**src/logic/ssosr_pkg.sv**
```systemverilog
package ssosr_pkg;

  localparam logic [7:0] OP_OTP_READ = 8'h4b;
  localparam logic [7:0] OP_SR1_READ = 8'h05;
  localparam logic [7:0] OP_SR2_READ = 8'h35;
  localparam logic [7:0] OP_SR3_READ = 8'h15;
  localparam logic [7:0] OP_SR_IND_READ = 8'h65;

  localparam int BYTE_W = 8;
  localparam int OTP_AW = 9;
  localparam int OTP_DEPTH = 512;
  localparam int SR_COUNT = 6;
  localparam int SR_W = 48;

  localparam logic [2:0] BIT_FIRST = 3'h0;
  localparam logic [2:0] BIT_LAST = 3'h7;
  localparam logic [1:0] ABYTE_HIGH = 2'h0;
  localparam logic [1:0] ABYTE_MID = 2'h1;
  localparam logic [1:0] ABYTE_LOW = 2'h2;
  localparam int OTP_ADDR_MSB_BIT = 8;

  localparam logic [7:0] SR_ADDR_FIRST = 8'h01;
  localparam logic [7:0] SR_ADDR_SECOND = 8'h02;
  localparam logic [7:0] SR_ADDR_THIRD = 8'h03;
  localparam logic [7:0] SR_ADDR_LAST = 8'h06;
  localparam logic [7:0] SR_ADDR_RST = 8'h00;
  localparam logic [8:0] OTP_ADDR_RST = 9'h000;
  localparam logic [7:0] BYTE_RST = 8'h00;
  localparam logic [7:0] UNDEF_BYTE = 8'h00;

  typedef enum logic [2:0] {
    SSOSR_ST_CMD = 3'b000,
    SSOSR_ST_ADDR = 3'b001,
    SSOSR_ST_DUMMY = 3'b010,
    SSOSR_ST_DATA = 3'b011,
    SSOSR_ST_IGNORE = 3'b100
  } ssosr_state_t;

  typedef enum logic [1:0] {
    SSOSR_MODE_OTP = 2'b00,
    SSOSR_MODE_DIRECT = 2'b01,
    SSOSR_MODE_IND = 2'b10
  } ssosr_mode_t;

  typedef struct packed {
    logic cs_n;
    logic sclk;
    logic si;
  } ssosr_spi_in_t;

  typedef struct packed {
    logic en;
    logic [8:0] addr;
    logic [7:0] data;
  } ssosr_otp_wr_t;

  localparam ssosr_spi_in_t SPI_SYNC_RST = '{cs_n: 1'h1, sclk: 1'h0, si: 1'h0};

endpackage

```
**src/logic/ssosr_otp_mem.sv**
```systemverilog
module ssosr_otp_mem (
  input wire logic core_clk,
  input wire ssosr_pkg::ssosr_otp_wr_t wr,
  input wire logic [ssosr_pkg::OTP_AW-1:0] rd_addr,
  output logic [ssosr_pkg::BYTE_W-1:0] rd_data
);

  // Contents are loaded by the on-chip programming path; no reset on the array
  logic [ssosr_pkg::BYTE_W-1:0] mem [ssosr_pkg::OTP_DEPTH];

  always_ff @(posedge core_clk)
  begin
    if (wr.en)
    begin
      mem[wr.addr] <= wr.data;
    end
  end

  assign rd_data = mem[rd_addr];

endmodule

```
**src/logic/ssosr_top.sv**
```systemverilog
// Operation
// - Security and indirect reads: single-line phases
// - 24-bit address, only bits 8:0 used
// - Security bytes shift out MSB first
// - Reading continues across register boundaries
// - Chip select release ends security read
// - Bits 8:7 register, 6:0 byte
// - 05h/35h/15h select status 1/2/3 directly
// - Direct read data follows opcode immediately
// - Direct read repeats the same byte
// - Each repetition shows live status contents
// - Release anytime ends read, output floats
// - 65h, address byte, dummy, then data
// - Addresses 01h-06h map status bytes 1-6
// - Indirect address increments after each byte
// - Data from clock 24, 8 clocks/register
// - Unimplemented addresses give filler, keep going
// - Indirect address wraps FFh to 00h
module ssosr_top (
  input wire logic core_clk,
  input wire logic rstn,
  input wire ssosr_pkg::ssosr_spi_in_t spi_in,
  input wire logic [ssosr_pkg::SR_W-1:0] status_live,
  input wire ssosr_pkg::ssosr_otp_wr_t otp_wr,
  output logic so_o,
  output logic so_oe
);

  ssosr_pkg::ssosr_spi_in_t sync1_q;
  ssosr_pkg::ssosr_spi_in_t sync1_d;
  ssosr_pkg::ssosr_spi_in_t sync2_q;
  ssosr_pkg::ssosr_spi_in_t sync2_d;
  logic sclk_prev_q;
  logic sclk_prev_d;

  ssosr_pkg::ssosr_state_t state_q, state_d;
  ssosr_pkg::ssosr_mode_t mode_q, mode_d;
  logic [2:0] bit_q, bit_d;
  logic [1:0] abyte_q, abyte_d;
  logic [ssosr_pkg::BYTE_W-1:0] shin_q, shin_d;
  logic [ssosr_pkg::OTP_AW-1:0] otp_addr_q, otp_addr_d;
  logic [ssosr_pkg::BYTE_W-1:0] sr_addr_q, sr_addr_d;
  logic [2:0] obit_q, obit_d;
  logic [ssosr_pkg::BYTE_W-1:0] hold_q, hold_d;
  logic so_q, so_d;
  logic oe_q, oe_d;

  logic cs_act;
  logic sclk_rise;
  logic sclk_fall;
  logic [ssosr_pkg::BYTE_W-1:0] byte_in;
  logic [ssosr_pkg::BYTE_W-1:0] otp_byte;
  logic [ssosr_pkg::BYTE_W-1:0] cur_byte;
  logic [ssosr_pkg::BYTE_W-1:0] sr_bytes [ssosr_pkg::SR_COUNT];

  // Pins come from the host's clock domain, so two flops before any use
  always_comb
  begin
    // Plain routing: nothing but the first flop sees the raw pins
    sync1_d = spi_in;
    sync2_d = sync1_q;
    sclk_prev_d = sync2_q.sclk;
  end

  always_ff @(posedge core_clk or negedge rstn)
  begin
    if (!rstn)
    begin
      sync1_q <= ssosr_pkg::SPI_SYNC_RST;
      sync2_q <= ssosr_pkg::SPI_SYNC_RST;
      sclk_prev_q <= 1'h0;
    end
    else
    begin
      sync1_q <= sync1_d;
      sync2_q <= sync2_d;
      sclk_prev_q <= sclk_prev_d;
    end
  end

  assign cs_act = ~sync2_q.cs_n;
  // Oversampling limits the serial clock to well under a quarter of core_clk
  assign sclk_rise = sync2_q.sclk & ~sclk_prev_q;
  assign sclk_fall = ~sync2_q.sclk & sclk_prev_q;
  assign byte_in = {shin_q[ssosr_pkg::BYTE_W-2:0], sync2_q.si};

  genvar g;
  generate
    for (g = 0; g < ssosr_pkg::SR_COUNT; g++)
    begin : g_sr
      assign sr_bytes[g] = status_live[g*ssosr_pkg::BYTE_W +: ssosr_pkg::BYTE_W];
    end
  endgenerate

  ssosr_otp_mem u_mem (
    .core_clk(core_clk),
    .wr(otp_wr),
    .rd_addr(otp_addr_q),
    .rd_data(otp_byte)
  );

  // Byte on offer to the shifter; it is taken only at bit 7 of each copy
  always_comb
  begin
    cur_byte = ssosr_pkg::UNDEF_BYTE;
    case (mode_q)
      ssosr_pkg::SSOSR_MODE_OTP:
      begin
        cur_byte = otp_byte;
      end
      ssosr_pkg::SSOSR_MODE_DIRECT, ssosr_pkg::SSOSR_MODE_IND:
      begin
        if (sr_addr_q >= ssosr_pkg::SR_ADDR_FIRST && sr_addr_q <= ssosr_pkg::SR_ADDR_LAST)
        begin
          cur_byte = sr_bytes[3'(sr_addr_q - ssosr_pkg::SR_ADDR_FIRST)];
        end
        else
        begin
          cur_byte = ssosr_pkg::UNDEF_BYTE;
        end
      end
      default:
      begin
        // Spare mode code never arises; offer filler rather than stale data
        cur_byte = ssosr_pkg::UNDEF_BYTE;
      end
    endcase
  end

  // All command state moves only on synchronised sclk edges or on chip select release
  always_comb
  begin
    state_d = state_q;
    mode_d = mode_q;
    bit_d = bit_q;
    abyte_d = abyte_q;
    shin_d = shin_q;
    otp_addr_d = otp_addr_q;
    sr_addr_d = sr_addr_q;
    obit_d = obit_q;
    hold_d = hold_q;
    so_d = so_q;
    oe_d = oe_q;
    if (!cs_act)
    begin
      // Release at any bit ends the command and floats the output
      state_d = ssosr_pkg::SSOSR_ST_CMD;
      mode_d = ssosr_pkg::SSOSR_MODE_OTP;
      bit_d = ssosr_pkg::BIT_FIRST;
      abyte_d = ssosr_pkg::ABYTE_HIGH;
      obit_d = ssosr_pkg::BIT_FIRST;
      so_d = 1'h0;
      oe_d = 1'h0;
    end
    else
    begin
      if (sclk_rise)
      begin
        shin_d = byte_in;
        bit_d = bit_q + 3'h1;
        if (bit_q == ssosr_pkg::BIT_LAST)
        begin
          case (state_q)
            ssosr_pkg::SSOSR_ST_CMD:
            begin
              case (byte_in)
                ssosr_pkg::OP_OTP_READ:
                begin
                  mode_d = ssosr_pkg::SSOSR_MODE_OTP;
                  abyte_d = ssosr_pkg::ABYTE_HIGH;
                  state_d = ssosr_pkg::SSOSR_ST_ADDR;
                end
                ssosr_pkg::OP_SR1_READ:
                begin
                  mode_d = ssosr_pkg::SSOSR_MODE_DIRECT;
                  sr_addr_d = ssosr_pkg::SR_ADDR_FIRST;
                  state_d = ssosr_pkg::SSOSR_ST_DATA;
                end
                ssosr_pkg::OP_SR2_READ:
                begin
                  mode_d = ssosr_pkg::SSOSR_MODE_DIRECT;
                  sr_addr_d = ssosr_pkg::SR_ADDR_SECOND;
                  state_d = ssosr_pkg::SSOSR_ST_DATA;
                end
                ssosr_pkg::OP_SR3_READ:
                begin
                  mode_d = ssosr_pkg::SSOSR_MODE_DIRECT;
                  sr_addr_d = ssosr_pkg::SR_ADDR_THIRD;
                  state_d = ssosr_pkg::SSOSR_ST_DATA;
                end
                ssosr_pkg::OP_SR_IND_READ:
                begin
                  mode_d = ssosr_pkg::SSOSR_MODE_IND;
                  state_d = ssosr_pkg::SSOSR_ST_ADDR;
                end
                default:
                begin
                  // Other commands belong to other blocks; stay silent
                  state_d = ssosr_pkg::SSOSR_ST_IGNORE;
                end
              endcase
            end
            ssosr_pkg::SSOSR_ST_ADDR:
            begin
              if (mode_q == ssosr_pkg::SSOSR_MODE_IND)
              begin
                // Any address is taken; unused ones later read as filler
                sr_addr_d = byte_in;
                state_d = ssosr_pkg::SSOSR_ST_DUMMY;
              end
              else
              begin
                abyte_d = abyte_q + 2'h1;
                // Upper address byte and bits 15:9 are dropped
                if (abyte_q == ssosr_pkg::ABYTE_MID)
                begin
                  otp_addr_d[ssosr_pkg::OTP_ADDR_MSB_BIT] = byte_in[0];
                end
                if (abyte_q == ssosr_pkg::ABYTE_LOW)
                begin
                  otp_addr_d[ssosr_pkg::BYTE_W-1:0] = byte_in;
                  state_d = ssosr_pkg::SSOSR_ST_DUMMY;
                end
              end
            end
            ssosr_pkg::SSOSR_ST_DUMMY:
            begin
              state_d = ssosr_pkg::SSOSR_ST_DATA;
            end
            default:
            begin
              state_d = state_q;
            end
          endcase
        end
      end
      if (sclk_fall && state_q == ssosr_pkg::SSOSR_ST_DATA)
      begin
        oe_d = 1'h1;
        obit_d = obit_q + 3'h1;
        if (obit_q == ssosr_pkg::BIT_FIRST)
        begin
          // Byte is captured at bit 7 so each copy is live yet self-consistent
          so_d = cur_byte[ssosr_pkg::BYTE_W-1];
          hold_d = cur_byte;
        end
        else
        begin
          so_d = hold_q[3'(ssosr_pkg::BIT_LAST - obit_q)];
        end
        if (obit_q == ssosr_pkg::BIT_LAST)
        begin
          if (mode_q == ssosr_pkg::SSOSR_MODE_OTP)
          begin
            otp_addr_d = otp_addr_q + 9'h001;
          end
          else if (mode_q == ssosr_pkg::SSOSR_MODE_IND)
          begin
            sr_addr_d = sr_addr_q + 8'h01;
          end
        end
      end
    end
  end

  always_ff @(posedge core_clk or negedge rstn)
  begin
    if (!rstn)
    begin
      state_q <= ssosr_pkg::SSOSR_ST_CMD;
      mode_q <= ssosr_pkg::SSOSR_MODE_OTP;
      bit_q <= ssosr_pkg::BIT_FIRST;
      abyte_q <= ssosr_pkg::ABYTE_HIGH;
      shin_q <= ssosr_pkg::BYTE_RST;
      otp_addr_q <= ssosr_pkg::OTP_ADDR_RST;
      sr_addr_q <= ssosr_pkg::SR_ADDR_RST;
      obit_q <= ssosr_pkg::BIT_FIRST;
      hold_q <= ssosr_pkg::BYTE_RST;
      so_q <= 1'h0;
      oe_q <= 1'h0;
    end
    else
    begin
      state_q <= state_d;
      mode_q <= mode_d;
      bit_q <= bit_d;
      abyte_q <= abyte_d;
      shin_q <= shin_d;
      otp_addr_q <= otp_addr_d;
      sr_addr_q <= sr_addr_d;
      obit_q <= obit_d;
      hold_q <= hold_d;
      so_q <= so_d;
      oe_q <= oe_d;
    end
  end

  // Both pins come straight from registers so they never glitch
  assign so_o = so_q;
  assign so_oe = oe_q;

endmodule

```
**config.mk**
```make
export PLATFORM = sky130hd
export DESIGN_NAME = ssosr_top
export DESIGN_NICKNAME = d
export VERILOG_FILES = /design/src/logic/ssosr_pkg.sv /design/src/logic/ssosr_otp_mem.sv /design/src/logic/ssosr_top.sv
export SDC_FILE = /design/constraint.sdc
export NUM_CORES = 2
export LEC_CHECK = 0
export ABC_AREA = 1
export ABC_CLOCK_PERIOD_IN_PS = 2300
export BUFFER_PORTS_ARGS = -buffer_cell sky130_fd_sc_hd__buf_2
export CORE_ASPECT_RATIO = 1.75
export CORE_MARGIN = 5
export CORE_UTILIZATION = 35
export DETAILED_ROUTE_END_ITERATION = 7
export MAX_ROUTING_LAYER = met4
export PLACE_DENSITY = 0.54
export SYNTH_ARGS = -nofsm -noshare
export SYNTH_HDL_FRONTEND = slang
export SYNTH_HIERARCHICAL = 1
export SYNTH_SLANG_ARGS = --single-unit
```
**constraint.sdc**
```tcl
create_clock -name core_clk -period 2.3 [get_ports core_clk]
set_clock_uncertainty 0.05 [all_clocks]
set_input_delay 0.23 -clock core_clk [delete_from_list [all_inputs] [get_ports core_clk]]
set_output_delay 0.23 -clock core_clk [all_outputs]
set_load 0.05 [all_outputs]
```
* Yosys cells after proc, flatten, opt, wreduce, memory -nomap -nowiden
Memory sizes are Yosys's and may differ from the RTL's.
Cells that the tools add are included.
** Word-level totals
- Flip-flop bits (word level) :: 54
- RAM bits :: 4096
- Bits of input ports :: 71
- Output and inout port bits :: 2
- Word-level logic and storage cells :: 127
- Memories :: 1
** Operators by class
- $add $sub $neg :: 7
- Magnitude comparators :: 4
- Eq/ne operators :: 17
- Multiplexer cells :: 54
- Bitwise operators :: 6
- Reductions and logical operators :: 20
** Memories
- u_mem.mem :: words 512, width 8, read ports 1, clocked after memory_dff 0, write ports 1, RTL line ssosr_otp_mem.sv:9 : logic [ssosr_pkg::BYTE_W-1:0] mem [ssosr_pkg::OTP_DEPTH];
** Operators with widths (number)
- $mux 8 :: 11
- $mux 9 :: 7
- $pmux 8 s2 :: 2
- $mux 3 :: 9
- $bmux 8 s3 :: 1
- $pmux 8 s3 :: 1
- $mux 2 :: 9
- $eq 8x7->1 const B :: 2
- $add 9x1->9 const B :: 1
- $mux 1 :: 9
- $pmux 3 s3 :: 1
- $add 8x1->8 const B :: 1
- $eq 8x3->1 const B :: 1
- $eq 8x5->1 const B :: 1
- $eq 8x6->1 const B :: 1
- $ge 8x1->1 const B :: 1
- $le 8x3->1 const B :: 1
- $reduce_and 4->1 :: 2
- $reduce_bool 2->1 :: 4
- $reduce_bool 4->1 :: 2
- $add 3x1->3 const B :: 2
- $eq 3x2->1 const B :: 2
- $eq 3x3->1 const B :: 2
- $logic_not 3->1 :: 2
- other kinds (26) :: 33

* Depth between registers and ports, before layout
- Word-level depth :: 10
- Depth in mapped cells :: 21
- Gate-level depth less buffers :: 17

* Cells and area by module
The synthesis kept the hierarchy.
** Modules (own cells, without submodules)
- ssosr_otp_mem :: instances 1, cells an instance 13883, area each 166568.5 sq um, sequential area each 122998.0 sq um
- ssosr_top :: instances 1, cells an instance 609, area each 4081.4 sq um, sequential area each 1353.8 sq um

* Worst setup path before layout
OpenSTA, ideal clock, no wires.
- Path kind :: reg-to-reg
- Start point :: reg otp_addr_q[0] (netlist name)
- End point :: reg so_q (netlist: so_o)
- Library setup time :: 118 ps
- Arrival time :: 1994 ps
- Required time :: 2132 ps
- Slack :: 139 ps
- Stages on the path, launching flop included :: 21
- Buffers on the path :: 4
- Clock period less this slack :: 2161 ps
- Cell sequence :: dfrtp_1 -> buf_4 -> buf_4 -> buf_4 -> buf_2 -> nand2_1 -> nand3_1 -> nand3_1 -> nand3_1 -> nand3_1 -> nand3_1 -> nand3_1 -> nand3_1 -> nand3_1 -> nand2_1 -> nand2_1 -> nand2_1 -> nand2_1 -> nand2_1 -> nand2_1 -> nand2_1
** On the way
- Cells in the longest elaborated chain, start to end :: 5
** RTL lines
- start: declaration :: RTL line ssosr_top.sv:41 : logic [ssosr_pkg::OTP_AW-1:0] otp_addr_q, otp_addr_d;
- start signal: assignment :: RTL line ssosr_top.sv:275 : otp_addr_q <= ssosr_pkg::OTP_ADDR_RST;
- start signal: assignment :: RTL line ssosr_top.sv:289 : otp_addr_q <= otp_addr_d;
- $mem_v2 512x8
- named net otp_byte (one bit) :: RTL line ssosr_top.sv:52 : logic [ssosr_pkg::BYTE_W-1:0] otp_byte;
- $pmux 8 s2 :: RTL line ssosr_top.sv:106 : case (mode_q)
- $mux 1 :: RTL line ssosr_top.sv:241 : if (obit_q == ssosr_pkg::BIT_FIRST)
- $mux 1 :: RTL line ssosr_top.sv:237 : if (sclk_fall && state_q == ssosr_pkg::SSOSR_ST_DATA)
- $mux 1 :: RTL line ssosr_top.sv:144 : if (!cs_act)
- end signal: assignment :: RTL line ssosr_top.sv:279 : so_q <= 1'h0;
- end signal: assignment :: RTL line ssosr_top.sv:293 : so_q <= so_d;
- end: declaration :: RTL line ssosr_top.sv:45 : logic so_q, so_d;
The timed path passes the listed nets, and every way through them passes these cells. The select of a mux whose other input is x is not followed.
A chain may end at the register's enable or synchronous reset.

* Worst setup path after layout
- Start point :: reg otp_addr_q[0] (netlist name)
- End point :: reg hold_q[4] (netlist name)
** On the way
- Cells in the longest elaborated chain, start to end :: 2
** RTL lines
- $mem_v2 512x8
- named net otp_byte (one bit) :: RTL line ssosr_top.sv:52
- $pmux 8 s2 :: RTL line ssosr_top.sv:106
- end signal: assignment :: RTL line ssosr_top.sv:278 : hold_q <= ssosr_pkg::BYTE_RST;
- end signal: assignment :: RTL line ssosr_top.sv:292 : hold_q <= hold_d;
- end: declaration :: RTL line ssosr_top.sv:44 : logic [ssosr_pkg::BYTE_W-1:0] hold_q, hold_d;
The timed path passes the listed nets, and every way through them passes these cells.

==> metrics.md <==
| Metric | Value |
|---|---|
| Setup crit start kind | `register` |
| Slew headroom | `approximately a third` |
| WL final | `568 mm` |
| Worst Hold Class | `primary input to register` |
| Delay-heaviest family, CP | `simple AND/OR/NAND/NOR gates` |
| Drt wl/cell | `25.2 microns` |
| CP max FO | `11` |
| R2r startpoint | `otp_addr_q[0]` |
| Critical path's slowest cell | `dfrtp_4` |
| Total global routing overflow | `0` |
| Fillers | `44700` |
| GP Congestion | `slightly above 0.9` |
| Avg Vias per Cell | `5.25` |
| Worst slew pin tran | `990 ps` |
| Crit path required time | `3100 ps` |
| Asr flop ratio synth | `1.30%` |
| Worst reg2reg endpoint | `hold_q[4]` |
| Mean Syn Cell Area | `11.8 sq um` |
| CORE AREA | `between 400000 and 500000 sq um` |
| Post-synth cell types | `42` |
| Mapped Nets | `around 15000` |
| Main flop type after synthesis | `edfxtp_1` |
| Root Buffer Master | `clkbuf_16` |
| RSZ-0062 raised after global routing | `true` |
| Fmax | `314 MHz` |
| Fin. max-slew vios | `0` |
| Total power | `150 mW` |
| Die height | `934 microns` |
| Register area share after synthesis | `72.9%` |
| GRT Total Usage | `~22%` |
| Area occupied by multi-input gates | `44500 sq um` |
| Htree depth | `5` |
| TritonCTS clock tree | `yes` |
| Crit Path Category | `register to register` |
| Hold path endpoint | `u_mem/mem[76][7]` |
| Row count | `339` |
| First-pass DRT Iterations | `6` |
| Max-cap check violation count | `0` |
| Largest net degree at the start of global routing | `99` |
| Hold Slack | `about 140 ps` |
| Area Growth Syn to Fin | `23.4%` |
| Worst path bufs/invs | `6` |
| Initial antenna violation count | `22` |
| Slowest stage delay, CP | `440 ps` |
| Final setup fails | `9` |
| Clk pin slew, worst setup/hold paths | `70 ps` |
| Hold path depth | `7` |
| Cells after synthesis | `between 10000 and 15000` |
| Layout cells sized above 1 | `a little under 20%` |
| Final Critical Period | `3190 ps` |
| CTS Buffer Depth | `4` |
| Detailed Place HPWL | `360 mm` |
| Worst Setup End Kind | `register` |
| Die area | `502000 sq um` |
| Via Count | `118000` |
| Initial core utilization | `35.1%` |
| HP Start | `otp_wr[16]` |
| Worst path most repeated cell | `nand3_1` |
| Num CTS Buffers | `around 370` |
| Io pins | `73` |
| Most frequent cells in the layout | `nand2_1 (4312), edfxtp_1 (4096), nand3_1 (3511)` |
| Period Utilization, post-route | `139%` |
| Die width | `538 microns` |
| Number of global-route vias before repair | `~120k` |
| Buffers on Ports | `72` |
| Pwr Density | `712 nW/um^2` |
| Peak VDD IR | `0.542 mV` |
| Later-pin clock latency in the skew report | `980 ps` |
| Register area | `between 100000 and 150000 sq um` |
| Lkg Pwr | `75.4 nW` |
| Worst path cell trace | `buf_12 > clkinv_16 > buf_16 > buf_16 > buf_6 > buf_4 > nand2_1 > nand3_1 > nand3_1 > nand3_1 > nand3_1 > nand3_1 > nand3_4 > nand3_2 > nand3_4 > nand2_4 > nand2_1 > o21ai_0 > nand2_1 > o21ai_0` |
| Iteration-0 DRC Markers | `~11000` |
| R2R setup slack | `-890 ps` |
| Violated checks | `setup timing` |
| Warnings, synthesis | `6` |
| Hold Vio Cnt, Final | `0` |
| Final Net Count | `about 16000` |
| First-pass GRT wire length | `802 mm` |
| # DRC | `0` |
| Outcome | `complete, but fails checks` |
| Worst path arrival time | `around 4000 ps` |
| Number of synthesized flops with an enable pin | `roughly 4100` |
| Synthesized cell area | `171000 sq um` |
| Antenna Nets Post-Route | `0` |
| Yosys reg bits | `4150` |
| Post-route setup slack | `-889 ps` |
| Clock Sinks | `4150` |
| Worst r2r path cells | `20` |
| Most common cell after layout, fill and taps aside | `nand2_1` |
==> tightest hold or removal path, stage by stage <==
cell and delay (ps):
buf_2 130, nor3_1 60, buf_4 130, buf_4 140
nand2_1 70, buf_4 140, nor2_1 70
==> registers in the layout (all words and copies together), names as in the netlist, 3 cells and up <==
signal	flops
bit_q	3
hold_q	8
obit_q	3
otp_addr_q	9
shin_q	7
sr_addr_q	8
state_q	3
sync1_q	3
u_mem/mem	4096
==> kinds of logic (layout without fill, tap and decap cells) <==
| kind of cell | count (synthesis) | count (layout) | synth area share [%] |
|---|---|---|---|
| buf+inv | 1110 | 2681 | 3.47 |
| fa+ha+maj | 15 | 15 | 0.110 |
| compound gates | 119 | 119 | 0.389 |
| flops | 4150 | 4150 | 72.9 |
| other cells | 0 | 11 | 0 |
| xor+xnor | 4 | 4 | 0.0249 |
| simple gates | 9094 | 9094 | 23.1 |
==> power breakdown <==
group / switching (mW) / total [mW] / leakage, nW / internal [mW]
Sequential: 0.0875 / 83.2 / 37.5 / 83.1
Clock: 28.3 / 63.8 / 5.93 / 35.5
Combinational: 2.26 / 2.93 / 32.0 / 0.673
==> final cells by class <==
class / count / share of cell area (%)
well taps: 6479 / 3.85
inverters: 107 / 0.227
multi-input cells: 9232 / 21.2
diodes: 11 / 0.0131
clock inverters: 217 / 1.10
repair inverters: 4 / 0.0410
clock buffers: 451 / 4.68
flip-flops and latches: 4150 / 59.1
repair buffers: 1902 / 9.86
==> cell usage after synthesis, types with 2 or more instances <==
master	instances	area share, %
buf_2	528	1.5
o22ai_1	6	0.022
nand3b_1	2	0.0088
buf_1	82	0.18
a31oi_1	2	0.0073
buf_6	74	0.49
inv_1	99	0.22
nand2_4	3	0.020
xnor2_1	2	0.010
o31ai_1	2	0.0088
clkbuf_1	187	0.41
edfxtp_1	4096	72
nor2_4	5	0.033
nand3_1	4129	12
inv_4	2	0.0073
nand2_1	4356	9.6
o211ai_1	4	0.018
o21ai_0	62	0.18
dfrtp_1	52	0.76
nor3_1	13	0.038
o21ai_1	7	0.021
buf_4	127	0.56
nand4_1	4	0.015
dfstp_2	2	0.031
nor2_2	3	0.011
nand2_2	8	0.029
a21oi_1	28	0.082
o21ai_2	4	0.021
inv_2	6	0.013
nor2_1	566	1.2
o211ai_2	3	0.022
ha_1	15	0.11
buf_8	4	0.035
==> per-stage QoR <==
step	utilization [%]	TNS (ps)	setup WS, ps	area (sq um)	std cells
detailed placement	39.1	-60870	-1560	190000	21700
floorplan	-	0	139	171000	14500
global placement	39.1	-60650	-1540	190000	21700
CTS	42.4	-8820	-1000	206000	22500
global route	43.3	-8170	-952	211000	22600
finish	43.3	-7490	-889	211000	22600
==> layer usage <==
metal  GRT usage, %  up-vias  share of wire (%)
li1               -    54000                  -
met1           25.5    59100                 37
met2           38.5     4220                 52
met3           2.39     1137                5.7
met4           11.0        0                5.9
met5              -        -                  0
==> worst max path at each step <==
stage                        from   endpoint  cells past startpoint
CTS                 otp_addr_q[0]  hold_q[4]                     20
global route        otp_addr_q[1]  hold_q[1]                     18
finish              otp_addr_q[0]  hold_q[4]                     20
detailed placement  otp_addr_q[0]  hold_q[5]                     19
floorplan           otp_addr_q[0]       so_o                     20
global placement    otp_addr_q[0]  hold_q[5]                     19
==> timing repair <==
action / in CTS / in global routing
pin swaps: 11 / 174
resized for setup: 335 / 704
endpoints found under the hold margin: 2292 / 0
endpoints found under the setup margin: 15 / 14
cloned: 36 / 37
buffers inserted: 38 / 32
hold buffers: 65 / 0
(Power assumes the default switching activity.)
